**config.mk**
```make
export PLATFORM = sky130hd
export DESIGN_NAME = acp_core
export DESIGN_NICKNAME = d
export VERILOG_FILES = /design/src/shared/acp_pkg.sv /design/src/core/acp_core.sv
export SDC_FILE = /design/constraint.sdc
export NUM_CORES = 2
export LEC_CHECK = 0
export ABC_AREA = 1
export CAP_MARGIN = 20
export CORE_MARGIN = 2
export CORE_UTILIZATION = 35
export CTS_CLUSTER_DIAMETER = 50
export DETAILED_ROUTE_END_ITERATION = 12
export DONT_BUFFER_PORTS = 1
export GPL_TIMING_DRIVEN = 0
export SETUP_SLACK_MARGIN = 0.3
export SYNTH_ARGS = -nofsm -noshare
export SYNTH_HDL_FRONTEND = slang
export SYNTH_SLANG_ARGS = --single-unit
```
**constraint.sdc**
```tcl
create_clock -name clk_sys_in -period 16.1 [get_ports clk_sys_in]
set_clock_uncertainty 0.15 [all_clocks]
set_input_delay 1.61 -clock clk_sys_in [delete_from_list [all_inputs] [get_ports clk_sys_in]]
set_output_delay 1.61 -clock clk_sys_in [all_outputs]
set_load 0.1 [all_outputs]
```
**src/shared/acp_pkg.sv**
```systemverilog
`default_nettype none
package acp_pkg;
  // line buffer
  localparam int          LINE_MAX   = 64;
  localparam logic [6:0]  LINE_FULL  = 7'd64;
  // characters
  localparam logic [7:0]  CH_CR      = 8'h0d;
  localparam logic [7:0]  CH_LF      = 8'h0a;
  localparam logic [7:0]  CH_SEMI    = 8'h3b;
  localparam logic [7:0]  CH_QUERY   = 8'h3f;
  localparam logic [7:0]  CH_SPACE   = 8'h20;
  localparam logic [7:0]  CH_PLUS    = 8'h2b;
  localparam logic [7:0]  CH_MINUS   = 8'h2d;
  localparam logic [7:0]  CH_DOT     = 8'h2e;
  localparam logic [7:0]  CH_ZERO    = 8'h30;
  localparam logic [7:0]  CH_NINE    = 8'h39;
  localparam logic [7:0]  CH_LOW_A   = 8'h61;
  localparam logic [7:0]  CH_LOW_Z   = 8'h7a;
  localparam logic [7:0]  CASE_DIFF  = 8'h20;
  // command names, right aligned
  localparam logic [39:0] NM_IDENT   = 40'h2a49444e00 >> 8;
  localparam logic [39:0] NM_SETPT   = 40'h0053455449;
  localparam logic [39:0] NM_PGMSRC  = 40'h0058504701 + 40'h4c;
  localparam logic [2:0]  NAME_MAX   = 3'd5;
  // identification reply (arbitrary neutral values)
  localparam logic [6:0]  ID_LEN     = 7'd26;
  localparam logic [207:0] ID_STR    = "ACME,PS100,0000001,1.0/1.0";
  // setpoint range in units of 0.1 mA
  localparam logic [19:0] SETPT_MAX  = 20'd701000;
  localparam logic [19:0] INT_SCALE  = 20'd10000;
  localparam logic [6:0]  SETPT_LEN  = 7'd8;
  // program source values
  localparam logic [3:0]  PGM_MAX    = 4'd2;
  localparam logic [3:0]  PGM_RST    = 4'd0;
  // terminator selections
  localparam logic [1:0]  TERM_CRLF  = 2'd0;
  localparam logic [1:0]  TERM_LFCR  = 2'd1;
  localparam logic [1:0]  TERM_LF    = 2'd2;
  // parser and sequencer states
  typedef enum logic [1:0] {S_RX, S_EXEC, S_REPLY} acp_seq_t;
  typedef enum logic [1:0] {P_NAME, P_PARAM, P_BAD} acp_fld_t;
  typedef enum logic [1:0] {K_IDENT, K_SETPT, K_PGM} acp_rep_t;
endpackage : acp_pkg
`default_nettype wire

```
**src/core/acp_core.sv**
```systemverilog
// Summary of operation
// every reply ends with configured terminators
// identity query returns maker,model,serial,firmware
// setpoint query returns signed nn.nnnn text
// program source 0 selects internal; no reply
// program source query returns one digit
// semicolon separated commands run in order
// query name without question mark: silence
// unknown names ignored, no action, no reply
// host puts space between name and parameter
// short numbers accepted, replies fixed width
// unsigned means positive, minus required negative
// host sends whole terminated lines at once
// host may space commands 100 ms apart
// asterisk prefix marks common interface command
// setpoint is nn.nnnn within 70.1000 A
// setpoint becomes ramp target, held to limit
// overlong lines dropped until next terminator
`timescale 1ns/1ps
`default_nettype none
module acp_core
  import acp_pkg::*;
(
  // clock and reset
  input  wire logic        clk_sys_in,
  input  wire logic        arst_n_in,
  // receive byte stream
  input  wire logic [7:0]  rx_data_in,
  input  wire logic        rx_valid_in,
  output logic             rx_ready_out,
  // transmit byte stream
  output logic [7:0]       tx_data_out,
  output logic             tx_valid_out,
  input  wire logic        tx_ready_in,
  // configuration
  input  wire logic [1:0]  term_sel_in,
  input  wire logic [19:0] current_limit_in,
  // instrument state
  output logic             setpoint_neg_out,
  output logic [19:0]      setpoint_mag_out,
  output logic             setpoint_load_out,
  output logic [3:0]       program_source_out,
  output logic             line_drop_out
);
  function automatic logic [23:0] acp_bcd(input logic [19:0] b);
    logic [23:0] r;
    r = '0;
    for (int i = 19; i >= 0; i--) begin
      for (int j = 0; j < 6; j++)
        if (r[4*j +: 4] >= 4'd5) r[4*j +: 4] = r[4*j +: 4] + 4'd3;
      r = {r[22:0], b[i]};
    end
    return r;
  endfunction : acp_bcd

  acp_seq_t    seq_q;
  acp_fld_t    fld_q;
  acp_rep_t    rep_q;
  logic [7:0]  line_mem [LINE_MAX];
  logic [6:0]  len_q, rd_q, ridx_q;
  logic        drop_q;
  logic [39:0] name_q;
  logic [2:0]  nlen_q, nf_q;
  logic [1:0]  ni_q;
  logic        qry_q, psome_q, sgn_q, dot_q, dig_q;
  logic [6:0]  int_q;
  logic [13:0] frac_q;
  logic [7:0]  fifo_mem [2];
  logic        fwr_q, frd_q;
  logic [1:0]  fcnt_q;

  // receive side, ready low until replies drain
  wire        rx_take  = rx_valid_in && rx_ready_out;
  wire        rx_term  = (rx_data_in == CH_CR) || (rx_data_in == CH_LF);
  wire        rx_store = rx_take && !rx_term && !drop_q && len_q != LINE_FULL;
  wire        rx_over  = rx_take && !rx_term && !drop_q && len_q == LINE_FULL;
  assign rx_ready_out = (seq_q == S_RX) && !tx_valid_out;

  // character under the parser, virtual separator after the last one
  wire        at_end  = (rd_q == len_q);
  wire [7:0]  raw_ch  = at_end ? CH_SEMI : line_mem[rd_q[5:0]];
  wire        lower   = raw_ch >= CH_LOW_A && raw_ch <= CH_LOW_Z;
  wire [7:0]  ch      = lower ? raw_ch - CASE_DIFF : raw_ch;
  wire        is_sep  = (seq_q == S_EXEC) && (ch == CH_SEMI);
  wire        is_dig  = ch >= CH_ZERO && ch <= CH_NINE;
  wire [3:0]  dval    = 4'(ch - CH_ZERO);
  wire        step    = (seq_q == S_EXEC) && !is_sep;

  // name decode
  // asterisk names
  wire        nm_ident = (name_q == NM_IDENT);
  wire        nm_setpt = (name_q == NM_SETPT);
  wire        nm_pgm   = (name_q == NM_PGMSRC);
  wire        clean    = (fld_q != P_BAD);
  // query needs mark
  wire        q_ok     = clean && qry_q && !psome_q;
  wire        p_ok     = clean && !qry_q && dig_q;
  // unknown ignored
  wire        do_qid   = is_sep && q_ok && nm_ident;
  wire        do_qset  = is_sep && q_ok && nm_setpt;
  wire        do_qpgm  = is_sep && q_ok && nm_pgm;
  wire        pgm_ok   = ni_q == 2'd1 && !dot_q && !sgn_q
                         && int_q <= 7'(PGM_MAX);
  wire        do_pgm   = is_sep && p_ok && nm_pgm && pgm_ok;
  wire        do_set   = is_sep && p_ok && nm_setpt;
  wire        do_reply = do_qid || do_qset || do_qpgm;

  // pad missing fraction digits
  wire [19:0] fscale   = (nf_q == 3'd0) ? 20'd0 :
                         (nf_q == 3'd1) ? 20'd1000 :
                         (nf_q == 3'd2) ? 20'd100 :
                         (nf_q == 3'd3) ? 20'd10 : 20'd1;
  wire [19:0] set_val  = 20'(20'(int_q) * INT_SCALE)
                         + 20'(20'(frac_q) * fscale);
  // limit clamp
  wire [19:0] lim      = (current_limit_in < SETPT_MAX) ?
                         current_limit_in : SETPT_MAX;
  wire [19:0] set_clip = (set_val > lim) ? lim : set_val;

  // reply character selection
  wire [23:0] bcd      = acp_bcd(setpoint_mag_out);
  wire [6:0]  body_len = (rep_q == K_IDENT) ? ID_LEN :
                         (rep_q == K_SETPT) ? SETPT_LEN : 7'd1;
  wire [6:0]  term_len = (term_sel_in == TERM_CRLF ||
                          term_sel_in == TERM_LFCR) ? 7'd2 :
                         (term_sel_in == TERM_LF) ? 7'd1 : 7'd0;
  wire [6:0]  tidx     = ridx_q - body_len;
  wire        in_body  = ridx_q < body_len;
  wire        last_ch  = (ridx_q == body_len + term_len - 7'd1);
  wire [7:0]  id_ch    = ID_STR[8*(ID_LEN - 7'd1 - ridx_q) +: 8];
  wire [3:0]  set_dig  = (ridx_q == 7'd1) ? bcd[23:20] :
                         (ridx_q == 7'd2) ? bcd[19:16] :
                         (ridx_q == 7'd4) ? bcd[15:12] :
                         (ridx_q == 7'd5) ? bcd[11:8]  :
                         (ridx_q == 7'd6) ? bcd[7:4]   : bcd[3:0];
  // sign digits point
  wire [7:0]  set_ch   = (ridx_q == 7'd0) ?
                         (setpoint_neg_out ? CH_MINUS : CH_PLUS) :
                         (ridx_q == 7'd3) ? CH_DOT : CH_ZERO + 8'(set_dig);
  // trailing terminators
  wire [7:0]  term_ch  = ((term_sel_in == TERM_LFCR) == (tidx == 7'd0)) ?
                         CH_LF : CH_CR;
  wire [7:0]  fix_ch   = (term_sel_in == TERM_LF) ? CH_LF : term_ch;
  // identity text, R5 one digit
  wire [7:0]  rep_ch   = !in_body ? fix_ch :
                         (rep_q == K_IDENT) ? id_ch :
                         (rep_q == K_SETPT) ? set_ch :
                         CH_ZERO + 8'(program_source_out);

  // two-entry transmit buffer
  wire        f_in_rdy = (fcnt_q != 2'd2);
  wire        f_push   = (seq_q == S_REPLY) && f_in_rdy;
  wire        f_pop    = tx_valid_out && tx_ready_in;
  assign tx_valid_out = (fcnt_q != 2'd0);
  assign tx_data_out  = fifo_mem[frd_q];

  always_ff @(posedge clk_sys_in) begin
    if (rx_store) line_mem[len_q[5:0]] <= rx_data_in;
    if (f_push) fifo_mem[fwr_q] <= rep_ch;
  end

  always_ff @(posedge clk_sys_in or negedge arst_n_in) begin
    if (!arst_n_in) begin
      {fwr_q, frd_q} <= 2'h0;
      fcnt_q <= 2'd0;
    end else begin
      if (f_push) fwr_q <= ~fwr_q;
      if (f_pop) frd_q <= ~frd_q;
      fcnt_q <= 2'(fcnt_q + {1'b0, f_push} - {1'b0, f_pop});
    end
  end

  // sequencer: gather line, run it, send replies
  always_ff @(posedge clk_sys_in or negedge arst_n_in) begin
    if (!arst_n_in) begin
      seq_q         <= S_RX;
      {len_q, rd_q, ridx_q} <= 21'h0;
      rep_q         <= K_IDENT;
      {drop_q, line_drop_out} <= 2'h0;
    end else begin
      line_drop_out <= rx_over;
      case (seq_q)
        S_RX: begin
          // drop overlong line
          if (rx_over) begin
            drop_q <= 1'b1;
            len_q  <= 7'd0;
          end else if (rx_store) begin
            len_q <= len_q + 7'd1;
          end else if (rx_take && rx_term) begin
            drop_q <= 1'b0;
            if (!drop_q && len_q != 7'd0) begin
              seq_q <= S_EXEC;
              rd_q  <= 7'd0;
            end
          end
        end
        S_EXEC: begin
          // commands in order
          rd_q <= rd_q + 7'd1;
          if (do_reply) begin
            seq_q  <= S_REPLY;
            ridx_q <= 7'd0;
            rep_q  <= do_qid ? K_IDENT : (do_qset ? K_SETPT : K_PGM);
          end else if (is_sep && at_end) begin
            seq_q <= S_RX;
            len_q <= 7'd0;
          end
        end
        S_REPLY: begin
          if (f_push) begin
            ridx_q <= ridx_q + 7'd1;
            if (last_ch) seq_q <= (rd_q > len_q) ? S_RX : S_EXEC;
            if (last_ch && rd_q > len_q) len_q <= 7'd0;
          end
        end
        default: seq_q <= S_RX;
      endcase
    end
  end

  // field parser
  always_ff @(posedge clk_sys_in or negedge arst_n_in) begin
    if (!arst_n_in) begin
      fld_q   <= P_NAME;
      name_q  <= 40'h0;
      {nlen_q, nf_q} <= 6'h0;
      {qry_q, psome_q, sgn_q, dot_q, dig_q} <= 5'h0;
      {int_q, ni_q, frac_q} <= 23'h0;
    end else if (is_sep) begin
      fld_q   <= P_NAME;
      name_q  <= 40'h0;
      {nlen_q, nf_q} <= 6'h0;
      {qry_q, psome_q, sgn_q, dot_q, dig_q} <= 5'h0;
      {int_q, ni_q, frac_q} <= 23'h0;
    end else if (step) begin
      case (fld_q)
        P_NAME: begin
          // space ends name
          if (ch == CH_SPACE) begin
            if (nlen_q != 3'd0) fld_q <= P_PARAM;
          end else if (ch == CH_QUERY && !qry_q && nlen_q != 3'd0) begin
            qry_q <= 1'b1;
          end else if (qry_q || nlen_q == NAME_MAX) begin
            fld_q <= P_BAD;
          end else begin
            name_q <= {name_q[31:0], ch};
            nlen_q <= nlen_q + 3'd1;
          end
        end
        P_PARAM: begin
          if (ch != CH_SPACE) psome_q <= 1'b1;
          // optional plus, minus
          if (ch == CH_SPACE && !psome_q) begin
            fld_q <= P_PARAM;
          end else if ((ch == CH_PLUS || ch == CH_MINUS) && !psome_q) begin
            sgn_q <= (ch == CH_MINUS);
          end else if (ch == CH_DOT && !dot_q) begin
            dot_q <= 1'b1;
          end else if (is_dig && !dot_q && ni_q != 2'd2) begin
            // two integer digits
            int_q <= 7'(int_q * 7'd10 + {3'd0, dval});
            ni_q  <= ni_q + 2'd1;
            dig_q <= 1'b1;
          end else if (is_dig && dot_q && nf_q != 3'd4) begin
            // four fraction digits
            frac_q <= 14'(frac_q * 14'd10 + {10'd0, dval});
            nf_q   <= nf_q + 3'd1;
            dig_q  <= 1'b1;
          end else begin
            fld_q <= P_BAD;
          end
        end
        P_BAD:   fld_q <= P_BAD;
        default: fld_q <= P_BAD;
      endcase
    end
  end

  // instrument settings
  always_ff @(posedge clk_sys_in or negedge arst_n_in) begin
    if (!arst_n_in) begin
      {setpoint_neg_out, setpoint_load_out} <= 2'h0;
      setpoint_mag_out   <= 20'd0;
      program_source_out <= PGM_RST;
    end else begin
      setpoint_load_out <= do_set;
      // new ramp target
      if (do_set) begin
        setpoint_mag_out <= set_clip;
        setpoint_neg_out <= sgn_q && set_clip != 20'd0;
      end
      // program source set
      if (do_pgm) program_source_out <= int_q[3:0];
    end
  end
endmodule : acp_core
`default_nettype wire

```
After elaboration in Yosys (flattened, before gate mapping)
Memory sizes are Yosys's and may differ from the RTL's.
Cells that the tools add are included.

word-level totals
  bits of input ports = 34
  flip-flop bits (word level) = 133
  output and inout port bits = 37
  memories = 2
  word-level logic and storage cells = 535
  RAM bits = 528

operators by class
  add/subtract/negate cells = 76
  multipliers = 4
  bitwise gates (word level) = 2
  shift operators = 1
  reduce and logical (&&, ||, !) cells = 95
  equal/unequal tests = 65
  order comparisons = 66
  mux-type cells = 198

memories
  name      depth  width  rd ports  clocked after Yosys merged registers in  write ports  RTL line        RTL
  line_mem  64     8      1         0                                        1            acp_core.sv:59  logic [7:0] line_mem [LINE_MAX];
  fifo_mem  2      8      1         0                                        1            acp_core.sv:68  logic [7:0] fifo_mem [2];

operator list
  cell                                                          number
  two-way mux 4 bit                                             62
  two-way mux 40 bit                                            6
  variable part select 208 x 33 -> 8 bit, first input constant  1
  >= comparator 4 x 3 -> 1 bit, second input constant           51
  adder 4 x 2 -> 4 bit, second input constant                   50
  two-way mux 7 bit                                             23
  two-way mux 14 bit                                            8
  == test 40 x 31 -> 1 bit, second input constant               2
  two-way mux 2 bit                                             29
  two-way mux 3 bit                                             19
  == test 8 x 6 -> 1 bit, second input constant                 6
  logical AND 1 bit                                             41
  == test 40 x 30 -> 1 bit, second input constant               1
  two-way mux 20 bit                                            2
  two-way mux 1 bit                                             37
  two-way mux 8 bit                                             4
  inequality test 2 bit, second input constant                  16
  inequality test 4 bit, second input constant                  7
  case mux 7 bit (2 select lines)                               2
  nonzero test 2 bit                                            13
  adder 7 x 1 -> 7 bit, second input constant                   3
  == test 7 x 3 -> 1 bit, second input constant                 3
  case mux 7 bit (3 select lines)                               1
  adder 20 bit                                                  1
  other kinds (65)                                              119

Logic depth before layout (Yosys ltp)
  depth after elaboration = 45
  depth in mapped cells = 117
  gate-level depth less buffers = 117

Worst setup path after synthesis
No wires, ideal clock.

  kind = flip-flop to flip-flop
  from = register setpoint_mag_out[18]
  to = memory fifo_mem[0][2], data pin
  path buffers = 0
  arrival time = 13359 ps
  data required time = 15692 ps
  period minus slack after synthesis = 13767 ps
  setup time = 258 ps
  setup slack = 2333 ps
  stages on the path, launching flop included = 107
  path through = dfrtp_1 inv_1 ha_1 nand2_2 nand2_2 nand2_1 nand2_2 ha_1 or2_2 nand3_2 nand3_1 nand2_1 inv_1 ha_1 inv_1 nor2_1 inv_1 nand4_2 [... 71 more ...] nand2_1 nand2_1 nand2_2 xor2_2 ha_1 nand2_1 nand2_1 nand2_1 nand2_1 o21ai_1 o21ai_1 inv_1 nand2_1 nand2_1 nand2_1 nand2_1 nand2_1 nand2_1

between the ends
  longest elaborated chain between the ends = 45
  elaborated cells on any way between the ends = 182
  classes of those cells = 58 x add/sub; 57 x order compare; 67 x mux

ends and longest elaborated chain
  item                                                                         RTL line         RTL
  from (decl)                                                                  acp_core.sv:40   output logic [19:0] setpoint_mag_out,
  from (signal assigned)                                                       acp_core.sv:290  setpoint_mag_out <= set_clip;
  adder 3 x 2 -> 4 bit / >= comparator 3 bit (equally long branches)           acp_core.sv:50   if (r[4*j +: 4] >= 4'd5) r[4*j +: 4] = r[4*j +: 4] + 4'd3;
  two-way mux 4 bit *                                                          acp_core.sv:50
  adder 4 x 2 -> 4 bit / >= comparator 4 x 3 -> 1 bit (equally long branches)  acp_core.sv:50
  two-way mux 4 bit                                                            acp_core.sv:50
  >= comparator 4 x 3 -> 1 bit / adder 4 x 2 -> 4 bit (equally long branches)  acp_core.sv:50
  two-way mux 4 bit                                                            acp_core.sv:50
  adder 4 x 2 -> 4 bit (tied with other cells)                                 acp_core.sv:50
  two-way mux 4 bit                                                            acp_core.sv:50
  [... 30 more ...]                                                            n/a
  two-way mux 4 bit *                                                          acp_core.sv:131  wire [3:0] set_dig = (ridx_q == 7'd1) ? bcd[23:20] :
  adder 6 x 4 -> 7 bit *                                                       acp_core.sv:139  (ridx_q == 7'd3) ? CH_DOT : CH_ZERO + 8'(set_dig);
  two-way mux 7 bit *                                                          acp_core.sv:139
  two-way mux 7 bit *                                                          acp_core.sv:137  wire [7:0] set_ch = (ridx_q == 7'd0) ?
  two-way mux 7 bit *                                                          acp_core.sv:147  (rep_q == K_SETPT) ? set_ch :
  two-way mux 8 bit *                                                          acp_core.sv:146  (rep_q == K_IDENT) ? id_ch :
  two-way mux 8 bit *                                                          acp_core.sv:145  wire [7:0] rep_ch = !in_body ? fix_ch :
  via rep_ch[2]                                                                acp_core.sv:145
  to (decl)                                                                    acp_core.sv:68

The timed path passes the listed nets; every way through them passes the cells marked *.

Worst setup path after layout
  from = register setpoint_mag_out[18]
  to = memory fifo_mem[0][1], data pin

between the ends
  longest elaborated chain between the ends = 45
  elaborated cells on any way between the ends = 182
  classes of those cells = 58 x add/sub; 57 x order compare; 67 x mux

ends and longest elaborated chain
  item                                                                         RTL line
  adder 3 x 2 -> 4 bit / >= comparator 3 bit (equally long branches)           acp_core.sv:50
  two-way mux 4 bit *                                                          acp_core.sv:50
  adder 4 x 2 -> 4 bit / >= comparator 4 x 3 -> 1 bit (equally long branches)  acp_core.sv:50
  two-way mux 4 bit                                                            acp_core.sv:50
  >= comparator 4 x 3 -> 1 bit / adder 4 x 2 -> 4 bit (equally long branches)  acp_core.sv:50
  two-way mux 4 bit                                                            acp_core.sv:50
  adder 4 x 2 -> 4 bit (tied with other cells)                                 acp_core.sv:50
  two-way mux 4 bit                                                            acp_core.sv:50
  [... 30 more ...]                                                            n/a
  two-way mux 4 bit *                                                          acp_core.sv:131
  adder 6 x 4 -> 7 bit *                                                       acp_core.sv:139
  two-way mux 7 bit *                                                          acp_core.sv:139
  two-way mux 7 bit *                                                          acp_core.sv:137
  two-way mux 7 bit *                                                          acp_core.sv:147
  two-way mux 8 bit *                                                          acp_core.sv:146
  two-way mux 8 bit *                                                          acp_core.sv:145
  via rep_ch[1]                                                                acp_core.sv:145

Marked as above.

==> metrics.md <==
| Metric | Value |
|---|---|
| Seq cells post-synth | 659 |
| Worst-path fanout max | 5 |
| Pwr Total | ~0.006 W |
| Max-Cap Viols | 0 |
| Wire per inst | around 21 um |
| Post-route ant nets | 0 |
| Cell Pwr Density | between 100 and 150 nW/um^2 |
| Slew margin rel. | 15.9% |
| # IOs | between 70 and 80 |
| FF-to-FF path depth | approximately 100 |
| Die Span X | 345 um |
| Initial Util | between 30% and 40% |
| Tot GR Track Use | between 20% and 30% |
| Layout cells sized above 1 | 8.88% |
| End of the worst register-to-register path | fifo_mem[0][1] |
| Bufs on Longest Clock Path | 3 |
| Pre-Repair DR Iteration Count | 7 |
| Worst hold path type | reg -> reg |
| Core area | 116000 um^2 |
| Leading area contributor after synthesis | edfxtp_1 |
| Post-Syn Area | approximately 41000 um^2 |
| Slowest-stage cell, CP | dfrtp_4 |
| Sum of negative setup slack | 0 ps |
| Worst path max stage delay | 640 ps |
| CTS Root Cell | clkbuf_16 |
| Ys flop type | edfxtp_1 |
| Worst path bufs/invs | 22 |
| Final period util | 89.6% |
| Worst Path Arrival | around 15000 ps |
| Syn avg cell area | ~9.3 um^2 |
| Layout Utilization | 39.1% |
| Worst-skew pair later-pin latency | between 600 and 700 ps |
| Netlist cell types | 70 |
| Crit. path cell count | just over 100 |
| DR iter-0 viols | 3791 |
| Hold path start | name_q[36] |
| Worst Max-Slew Pin Slew | about 1300 ps |
| Reg clk slew, reported paths | around 60 ps |
| Largest vdd supply drop | between 0.09 and 0.1 mV |
| TritonCTS Sinks | around 660 |
| Min Hold Slack | between 300 and 400 ps |
| Dpl cells | about 6000 |
| EDFF count, synth | roughly 530 |
| Synthesized instance count | ~4400 |
| Crit path from | setpoint_mag_out[18] |
| Max Fclk | just under 70 MHz |
| Unrepaired setup endpoints after global routing | no |
| Reg2reg setup slack | ~1700 ps |
| CTS tree | built |
| Cell Count, Final, Fillers Out | approximately 6000 |
| Die Area | approximately 120000 um^2 |
| Residual DRC count | 0 |
| Vias | about 33000 |
| Largest net degree at the start of global routing | about 130 |
| Global route total overflow | 0 |
| Seq/Total Area, Yosys | a little under half |
| Ys async rst share | around a fifth |
| CTS buffer count | 77 |
| Nets | 4863 |
| Post-Syn Nets | approximately 4800 |
| Worst Setup EP | fifo_mem[0][1] |
| First-pass GRT wire length | between 150 and 200 mm |
| Num rows | between 100 and 150 |
| Top post-synthesis cells by area | edfxtp_1 (39%), dfrtp_1 (8.2%), ha_1 (7.9%) |
| HPWL Detailed | just under 90 mm |
| Final Wtd Congestion | slightly above 1 |
| Synth top area share | 38.8% |
| Worst EP required | ~16000 ps |
| Fin. Hold Viols | 0 |
| Final wirelength | around 130 mm |
| # setup viols final | 0 |
| Synth Warn # | 0 |
| Synth-to-layout area growth | 11.3% |
| Initial antenna violation count | 1 |
| Status | complete, no violations |
| Leak | 18.8 nW |
| Delay-heaviest family, CP | simple AND/OR/NAND/NOR gates |
| Buffers on Ports | 0 |
| Vias in the first global route | 30815 |
| DR vias/cell | 5.37 |
| Die Y | around 340 um |
| CP Capture Type | flip-flop |
| Critical path class | reg -> reg |
| CTS H-tree lvls | 3 |
| Most frequent cells in the layout | nand2_1 (676), edfxtp_1 (526), nor2_1 (511), inv_1 (506), o21ai_0 (395) |
| Commonest non-fill, non-tap cell in the layout | nand2_1 |
| Max-slew violation count | 0 |
| Reg2reg start | setpoint_mag_out[18] |
| Period minus WS final | around 14000 ps |
| Startpoint types | flip-flop |
## worst register-to-register path, delay by kind of cell, from the launching register on
kind | cells | cell delay [ps]
adders and majority gates | 16 | 3150
xor gates and xnor gates | 8 | 1730
and+or+nand+nor | 44 | 4970
buffers and inverters | 22 | 1550
DFF | 1 | 640
AOI/OAI and AO/OA | 13 | 2090
## cell families (layout without fill, tap and decap cells)
logic type	after synthesis	in the layout	share of synthesized area [%]
fa+ha+maj	360	360	13.0
simple gates	1716	1716	19.1
compound gates	830	830	12.0
xor+xnor	102	102	2.32
buf+inv	707	861	6.56
other cells	1	3	0.00922
flops	659	659	47.0
## state kept, by name, summed over array words and instances (netlist names), 3 cells and up
name                cells
line_mem              512
name_q                 40
setpoint_mag_out       20
fifo_mem               14
frac_q                 14
int_q                   7
len_q                   7
rd_q                    7
ridx_q                  7
program_source_out      4
nf_q                    3
nlen_q                  3
## metal layers
metal  vias up  wire length (um)  global-route usage, %
met5         -                 0                      0
met2      1497             57000                   33.7
li1      15142                 -                      -
met4         0              6010                   9.13
met3       324             13300                   5.51
met1     15563             51100                   27.0
## worst min path at each step
stage	to	slack [ps]	cells after the start
after CTS	name_q[34]	340	2
final	name_q[36]	330	2
after global routing	name_q[34]	360	2
after floorplan	name_q[33]	300	2
after detailed placement	name_q[34]	330	2
after global placement	name_q[33]	320	2
## area by class of cell
| class | count | area, um^2 |
|---|---|---|
| Antenna cell | 2 | 5.00 |
| Buffer | 137 | 522 |
| Clock buffer | 97 | 2010 |
| Clock inverter | 42 | 405 |
| Fill cell | 11417 | 70400 |
| Inverter | 570 | 2150 |
| Multi-Input combinational cell | 3009 | 19000 |
| Sequential cell | 659 | 19100 |
| Tap cell | 1524 | 1910 |
| Timing Repair Buffer | 15 | 166 |
## repair_timing
action / in CTS / in global routing
endpoints found under the hold margin: 0 / 0
hold buffers: 0 / 0
gates resized for setup: 0 / 20
endpoints found under the setup margin: 0 / 8
buffers inserted: 0 / 4
## stage by stage
stage / worst slack [ps] / instance area, um^2
finish: 1670 / 45300
global route: 268 / 45300
CTS: 733 / 45100
detailed placement: 809 / 42700
global placement: 1040 / 42600
floorplan: 2330 / 40700
## synth_stat cells (25+ instances only)
library cell and count:
nand2_1 676, edfxtp_1 526, nor2_1 512, inv_1 507
o21ai_0 395, ha_1 256, nand3_1 215, dfrtp_1 133
clkbuf_1 131, o22ai_1 120, a21oi_1 116, fa_1 104
nand2_2 85, nand4_1 71, xor2_1 65, o221ai_1 50
inv_2 48, nor3_1 34, nand2_4 31, o21ai_2 30
xnor2_1 30, o21ai_1 25
## power breakdown
| part | switching (W) | internal (W) | leakage [nW] |
|---|---|---|---|
| Clock | 0.000749 | 0.000937 | 1.16 |
| Sequential | 0.0000650 | 0.00192 | 6.43 |
| Combinational | 0.00173 | 0.000553 | 11.2 |
| Total | 0.00255 | 0.00340 | 18.8 |
Power figures use the tool's default switching activity.
